<file path="config.mk">
export PLATFORM = sky130hd
export DESIGN_NAME = mfr_info_store
export DESIGN_NICKNAME = d
export VERILOG_FILES = /design/src/shared/mfr_info_pkg.sv /design/src/rtl/mfr_info_store.sv
export VERILOG_INCLUDE_DIRS = /design/src /design/src/shared
export SDC_FILE = /design/constraint.sdc
export NUM_CORES = 1
export LEC_CHECK = 0
export BUFFER_PORTS_ARGS = -buffer_cell sky130_fd_sc_hd__buf_4
export CAP_MARGIN = 20
export CORE_ASPECT_RATIO = 2
export CORE_MARGIN = 2
export CORE_UTILIZATION = 58
export DETAILED_ROUTE_END_ITERATION = 7
export GPL_TIMING_DRIVEN = 0
export PLACE_DENSITY = 0.87
export SLEW_MARGIN = 10
export SYNTH_ARGS = -nofsm -noshare
export SYNTH_HDL_FRONTEND = slang
export SYNTH_SLANG_ARGS = --single-unit
</file>
<file path="constraint.sdc">
create_clock -name clk -period 5.8 [get_ports clk]
set_input_delay 0.58 -clock clk [delete_from_list [all_inputs] [get_ports clk]]
set_output_delay 0.58 -clock clk [all_outputs]
set_load 0.02 [all_outputs]
</file>
<file path="src/shared/mfr_info_consts.svh">
// Command codes, framing bytes and field sizes of the identification stores.
`ifndef MFR_INFO_CONSTS_SVH
`define MFR_INFO_CONSTS_SVH

`define MFR_CMD_IDENTITY 8'h99
`define MFR_CMD_MODEL 8'h9a
`define MFR_CMD_REVISION 8'h9b
`define MFR_CMD_SERIAL 8'h9e

`define MFR_IDX_IDENTITY 2'h0
`define MFR_IDX_MODEL 2'h1
`define MFR_IDX_REVISION 2'h2
`define MFR_IDX_SERIAL 2'h3

`define MFR_STORE_BITS 24
`define MFR_BLOCK_COUNT 8'h03
`define MFR_READ_FILL 8'hff
`define MFR_RESET_STORE 24'h000000

`endif

</file>
<file path="src/shared/mfr_info_pkg.sv">
// Types shared by the identification store block and its bench.
package mfr_info_pkg;

	typedef enum logic [2:0] {
		ST_IDLE,
		ST_WR_COUNT,
		ST_WR_DATA,
		ST_WR_DROP,
		ST_RD
	} mfr_phase_type;

	// One transaction boundary from the PMBus transaction engine.
	typedef struct packed {
		logic start;
		logic stop;
		logic isRead;
		logic [7:0] cmd;
	} mfr_txn_type;

	typedef struct packed {
		logic valid;
		logic [7:0] data;
	} mfr_byte_type;

	// Index 0 identity, 1 model, 2 revision, 3 serial.
	typedef logic [3:0][23:0] mfr_image_type;

	typedef struct packed {
		logic valid;
		mfr_image_type image;
	} mfr_load_type;

	typedef struct packed {
		mfr_phase_type phase;
		logic [1:0] sel;
		logic [2:0] cnt;
		logic [23:0] shadow;
		mfr_image_type image;
		mfr_byte_type rdOut;
		logic cmdHit;
		logic protoErr;
		logic commitPulse;
		logic [23:0] digest;
	} mfr_state_type;

endpackage

</file>
<file path="src/rtl/mfr_info_store.sv">
// Nonvolatile-backed manufacturer identification stores with block access.
`timescale 1ns/1ns
`include "mfr_info_consts.svh"

module mfr_info_store (
	input wire logic clk,
	input wire logic rst_n,
	input wire mfr_info_pkg::mfr_load_type nvmLoad,
	input wire mfr_info_pkg::mfr_txn_type txn,
	input wire mfr_info_pkg::mfr_byte_type wrByte,
	input wire logic rdReq,
	output mfr_info_pkg::mfr_byte_type rdByte,
	output logic cmdHit,
	output logic protoErr,
	output logic commitPulse,
	output mfr_info_pkg::mfr_image_type storeImage,
	output logic [23:0] storedConfigDigest
);
	import mfr_info_pkg::*;

	mfr_state_type s;
	mfr_state_type next_s;

	// Maps a command code to a store index; bit 2 says the code is ours.
	function automatic logic [2:0] cmdDecode(input logic [7:0] cmd);
		case (cmd)
			`MFR_CMD_IDENTITY: cmdDecode = {1'b1, `MFR_IDX_IDENTITY};
			`MFR_CMD_MODEL: cmdDecode = {1'b1, `MFR_IDX_MODEL};
			`MFR_CMD_REVISION: cmdDecode = {1'b1, `MFR_IDX_REVISION};
			`MFR_CMD_SERIAL: cmdDecode = {1'b1, `MFR_IDX_SERIAL};
			default: cmdDecode = 3'h0;
		endcase
	endfunction

	// Picks one byte of a store, byte 0 being the least significant.
	function automatic logic [7:0] byteOf(input logic [23:0] w,
		input logic [1:0] i);
		case (i)
			2'h0: byteOf = w[7:0];
			2'h1: byteOf = w[15:8];
			default: byteOf = w[23:16];
		endcase
	endfunction

	// Command code of each store index, the inverse of cmdDecode. The
	// checks below use it so that a swapped decode entry cannot hide.
	function automatic logic [7:0] codeOf(input logic [1:0] idx);
		case (idx)
			`MFR_IDX_IDENTITY: codeOf = `MFR_CMD_IDENTITY;
			`MFR_IDX_MODEL: codeOf = `MFR_CMD_MODEL;
			`MFR_IDX_REVISION: codeOf = `MFR_CMD_REVISION;
			default: codeOf = `MFR_CMD_SERIAL;
		endcase
	endfunction

	// The rotations keep the digest a one-to-one function of each store
	// alone, so a new serial number always gives a new digest.
	function automatic logic [23:0] digestOf(input mfr_image_type img);
		digestOf = img[0] ^ {img[1][15:0], img[1][23:16]} ^
			{img[2][7:0], img[2][23:8]} ^ img[3];
	endfunction

	logic [2:0] decoded;
	assign decoded = cmdDecode(txn.cmd);

	// Next-state logic. The nonvolatile load outranks any transaction so
	// that power-up content is never half overwritten by an early access.
	always_comb begin
		next_s = s;
		next_s.rdOut.valid = 1'b0;
		next_s.protoErr = 1'b0;
		next_s.commitPulse = 1'b0;
		next_s.digest = digestOf(s.image);
		if (nvmLoad.valid) begin
			next_s.image = nvmLoad.image;
			next_s.phase = ST_IDLE;
		end else if (txn.start) begin
			// No phase input exists: every access hits the single copy.
			next_s.cmdHit = decoded[2];
			next_s.sel = decoded[1:0];
			next_s.cnt = 3'h0;
			if (!decoded[2]) begin
				next_s.phase = ST_IDLE;
			end else if (txn.isRead) begin
				next_s.phase = ST_RD;
			end else begin
				next_s.phase = ST_WR_COUNT;
			end
		end else if (txn.stop) begin
			// A write that stops short is dropped whole, never half applied.
			if (s.phase == ST_WR_DATA || s.phase == ST_WR_COUNT) begin
				next_s.protoErr = 1'b1;
			end
			next_s.phase = ST_IDLE;
		end else begin
			case (s.phase)
				ST_WR_COUNT: begin
					if (wrByte.valid) begin
						if (wrByte.data == `MFR_BLOCK_COUNT) begin
							next_s.phase = ST_WR_DATA;
						end else begin
							next_s.protoErr = 1'b1;
							next_s.phase = ST_WR_DROP;
						end
					end
				end
				ST_WR_DATA: begin
					if (wrByte.valid) begin
						// Raw bytes go in unchanged, low byte first.
						case (s.cnt)
							3'h0: next_s.shadow[7:0] = wrByte.data;
							3'h1: next_s.shadow[15:8] = wrByte.data;
							default: next_s.shadow[23:16] = wrByte.data;
						endcase
						if (s.cnt == 3'h2) begin
							next_s.image[s.sel] = {wrByte.data, s.shadow[15:0]};
							next_s.commitPulse = 1'b1;
							next_s.phase = ST_WR_DROP;
						end else begin
							next_s.cnt = s.cnt + 3'h1;
						end
					end
				end
				ST_WR_DROP: begin
					// Bytes beyond the block are refused and flagged.
					if (wrByte.valid) begin
						next_s.protoErr = 1'b1;
					end
				end
				ST_RD: begin
					if (rdReq) begin
						next_s.rdOut.valid = 1'b1;
						case (s.cnt)
							3'h0: next_s.rdOut.data = `MFR_BLOCK_COUNT;
							3'h1, 3'h2, 3'h3: begin
								next_s.rdOut.data = byteOf(s.image[s.sel],
									2'(s.cnt - 3'h1));
							end
							default: next_s.rdOut.data = `MFR_READ_FILL;
						endcase
						if (s.cnt != 3'h4) begin
							next_s.cnt = s.cnt + 3'h1;
						end
					end
				end
				default: begin
					next_s.phase = ST_IDLE;
				end
			endcase
		end
	end

	// State register; the stores clear on reset until the image arrives.
	always_ff @(posedge clk or negedge rst_n) begin
		if (!rst_n) begin
			s <= '0;
		end else begin
			s <= next_s;
		end
	end

	// All outputs are fields of the state register.
	assign rdByte = s.rdOut;
	assign cmdHit = s.cmdHit;
	assign protoErr = s.protoErr;
	assign commitPulse = s.commitPulse;
	assign storeImage = s.image;
	assign storedConfigDigest = s.digest;

	logic quiet;
	assign quiet = !nvmLoad.valid && !txn.start && !txn.stop;

	// Per-store checks: each code reaches only its own store, and a
	// commit to one store leaves the other three as they were.
	for (genvar g = 0; g < 4; g++) begin : g_store

	end
endmodule // mfr_info_store

</file>
## After elaboration in Yosys (flattened, before gate mapping)

Index checks and enable logic that the tools add are counted.

- Register bits after elaboration: 164
- Latch bits: 0
- RAM bits: 0
- ROM bits: 0
- Output and inout port bits: 132
- Word-level logic and storage cells: 118
- Memories: 0

- Add/subtract/negate cells: 2
- Multipliers: 0
- Div/mod/pow operators: 0
- Order comparisons: 2
- Equality and inequality tests: 25
- Shifts and indexed selects: 0
- Muxes and demuxes: 47
- Bitwise operators: 7
- Reduce and logical (&&, ||, !) cells: 19

Operators by type and width:

| kind | count |
|---|---|
| $mux 96 | 2 |
| $mux 132 | 1 |
| $mux 123 | 1 |
| $mux 120 | 1 |
| $mux 105 | 1 |
| $bwmux 96 | 1 |
| $xor 24x24->24 | 3 |
| $bmux 24 s2 | 1 |
| $demux 24 s2 | 1 |
| $mux 24 | 2 |
| $mux 3 | 12 |
| $eq 8x8->1 const B | 4 |
| $pmux 8 s2 | 2 |
| $mux 8 | 3 |
| $mux 9 | 2 |
| $reduce_and 6->1 | 3 |
| $ne 3x3->1 const B | 5 |
| $eq 3x2->1 const B | 4 |
| $mux 12 | 1 |
| $pmux 3 s4 | 1 |
| $mux 1 | 11 |
| $ne 5x5->1 const B | 2 |
| $reduce_and 5->1 | 2 |
| $pmux 3 s3 | 1 |
| other kinds (27) | 35 |

## Logic depth before layout (Yosys ltp)

- Word-level depth: 11
- Depth in mapped cells: 9
- Gate-level depth less buffers: 6

## Least setup slack after synthesis

OpenSTA, ideal clock, no wires.

- Kind: input port to flip-flop
- Start: input txn[9] (netlist name)
- End: register s, in the netlist storeImage[28]
- Arrival time: 1.790 ns
- Data required time: 5.675 ns
- Setup slack: 3.885 ns
- Stages on the path: 6
- Buffers on the path: 2
- Cell sequence: or2_2 -> buf_8 -> nor2_8 -> a31oi_4 -> buf_6 -> mux2_4

- Word-level cells in the longest chain between the ends: 2

Ends and longest elaborated chain:

| item | line | source |
|---|---|---|
| start: declaration | mfr_info_store.sv:9 | `input wire mfr_info_pkg::mfr_txn_type txn,` |
| $ne 2x2->1 (no source line) | n/a |  |
| $reduce_and 5->1 (no source line) | n/a |  |
| end signal: assignment | mfr_info_store.sv:158 | `s <= next_s;` |
| end: declaration | mfr_info_store.sv:21 | `mfr_state_type s;` |

No other way between the ends.
A chain may end at the register's enable or synchronous reset.

## Worst setup path after layout

- Start: register s[157] (netlist name)
- End: register s, in the netlist rdByte[4]

- Word-level cells in the longest chain between the ends: 4
- Elaborated cells on any way between the ends: 10

Ends and longest elaborated chain:

| item | line | source |
|---|---|---|
| $sub 2x1->2 | mfr_info_store.sv:137 | `2'(s.cnt - 3'h1));` |
| $eq 2x1->1 or $logic_not 2->1 (tied branches) | mfr_info_store.sv:38 | `case (i)` |
| $pmux 8 s2 | mfr_info_store.sv:38 |  |
| $pmux 8 s2 (*) | mfr_info_store.sv:133 | `case (s.cnt)` |

Mark *: on every way between the ends. The rest lies on a longest branch, timed or not.

==> metrics.yaml <==
status: "finished with violations"
violations: "design-rule violations"
post-route-min-period_ns: 3.047
post_dp_cell_area_mm2: 0.01175
p_leak_uw: 0.005923
final_core_util_pct: 76.50
wl_per_cell_um: 28.16
tightest_slew_ns: 0.9911
syn_inst: 838
cp-end-kind: "flop"
final_max_slew_viol_count: 0
rsz0062_at_grt: "no"
hold_viol: 0
ctsHtreeMaxLevel: 4
antenna_left: 0
grt_overflow: 0
rows: 66
ys_seq_area_share_pct: 40.73
synth_common_cells: "dfrtp_1, buf_4, nand2_1"
cp_data_required_time_ns: 6.18
synth_warnings: 0
numPortBuffers: 250
fin_tns_setup_ns: 0
drv_cap: 0
chipWidth_um: 94.90
yosysMostFrequentCell: "dfrtp_1"
p_per_area_mw_per_mm2: 283.8
max_freq_ghz: 0.3281
start_kind: "flop"
ys_ff_latch: 156
antenna_cells: 0
drt_iter0_drc: 1446
grt_pass1_vias: 9102
drt_wl_total_um: 37290
postLayoutCellArea_mm2: 0.01238
drcViolationCount: 1
max-clock-path-buffers: 2
track_usage_pct: 43.41
io-pin-count: 252
fin_crit_sh_pct: 52.54
die_h_um: 185.8
slew_headroom_pct: 33.32
irDropWorstVdd_mv: 0.2204
synth_nets: 964
yosysTopAreaCellShare_pct: 40.73
viasPerCell: 6.737
synth_edf_count: 0
core_mm2: 0.01619
start_util_pct: 59.22
crit_path_max_fanout: 10
synth.largest_area_cell: "dfrtp_1"
synth-main-ff-cell: "dfrtp_1"
die_area_mm2: 0.01763
path_class: "reg2reg"
fillers: 1113
synthesis.area_mm2: 0.009585
drive_above_1_share_pct: 49.11
tritoncts: "done"
grt_pass1_wl_um: 54300
synthTopCellsByArea: "dfrtp_1, buf_4, mux2_4"
first_pass_iters: 8
cts_hold_buf: 0
hpwl_um: 25140
critPathArrivalTime_ns: 3.43
clkTransAtPathRegs_ns: 0.06
cts_resized: 0
numCtsBuffers: 17
antenna_found_initial: 0
cts.sinks: 156
min_path_type: "in2async"
holdWs_ns: 0.03856
fin_skew_ns: 0.01384
grt_max_degree: 109
areaGrowthSynthToFinish_pct: 29.17
cts_setup_buffers: 0
clock_insertion_delay_worst_skew_ns: 0.45
cts-root-buf: "clkbuf_16"
setup_viol: 0
place_congestion: 1.012
synth.avg_cell_area_um2: 11.44
final_nets: 1234
async_reset_ff_share_pct: 100.0
vias: 8920
synth_cell_types: 55
-- layout make-up --
type	instances	area [um^2]	share of cell area [%]
inverter	8	30.03	0.2425
sequential	156	3904	31.53
buffer	192	1363	11.00
multi-input combinational	482	4289	34.64
clock buffer	19	442.9	3.577
clock inverter	12	186.4	1.506
tap	204	255.2	2.061
timing repair buffer	251	1912	15.44
-- registers in the layout (all words and copies together), names as in the netlist --
name,count
storeImage,96
s,24
storedConfigDigest,24
rdByte,9
cmdHit,1
commitPulse,1
protoErr,1
-- metrics by stage --
step | worst slack [ns] | power (uW) | std cells
floorplan | 3.885 | 1869 | 838
global placement | 3.117 | 2240 | 1292
detailed placement | 3.030 | 2267 | 1293
CTS | 3.131 | 3478 | 1324
global route | 2.776 | 3596 | 1324
finish | 2.753 | 3514 | 1324
-- critical path, cell delays in order (launching register included) --
cell and delay [ns]:
dfrtp_1 0.43, inv_1 0.11, ha_1 0.14, clkbuf_1 0.70, o21ba_2 0.30, nor2_1 0.19
nor4_1 0.90, o22a_1 0.21
-- layout by cell type (no fill, tap or decap), types with 4 or more instances in the layout --
cell type	count
dfrtp_1	156
buf_6	15
ha_1	6
mux4_2	19
o32ai_1	5
a32oi_1	49
o21ai_1	18
nor4_1	6
xnor2_1	49
buf_2	15
o31ai_1	5
a32o_1	48
bufinv_16	4
clkbuf_16	17
nand2_1	57
mux2_4	40
xor2_1	25
mux2_2	32
buf_4	382
o21ai_0	34
a221oi_1	6
nand2b_1	4
inv_1	8
clkbuf_1	27
nor2_1	24
o22a_1	6
-- final timing paths --
check | startpoint | end | slack, ns | cells after the start
hold / removal | rst_n | storeImage[56] | 0.04 | 1
max in group asynchronous | rst_n | rdByte[1] | 4.87 | 2
setup reg to reg | s[157] | rdByte[4] | 2.75 | 7
min in group clk | txn[0] | s[159] | 0.33 | 2
hold reg to reg | cmdHit | cmdHit | 0.51 | 2
setup / recovery | s[157] | rdByte[4] | 2.75 | 7
-- where the power goes --
part	internal (uW)	switching (uW)
clock network	735	496
registers	1200	116
logic	493	474
-- layer usage --
layer	vias to the layer above	share of wire [%]	GRT usage, %
met2	936	46	66.75
li1	3509	-	-
met1	4145	29	46.28
met4	0	11	38.32
met3	330	14	15.06
met5	-	0	0
-- cells by family after synthesis --
group,Yosys count,share of synthesized area [%]
XOR/XNOR,74,6.762
adder cells (fa/ha/maj),6,0.7832
buffers and inverters,200,14.53
flip-flops,156,40.73
AO/OA/AOI/OAI,195,16.38
multiplexers,91,14.49
AND/OR/NAND/NOR,116,6.331
No activity file was read; power rests on OpenSTA's default activity.
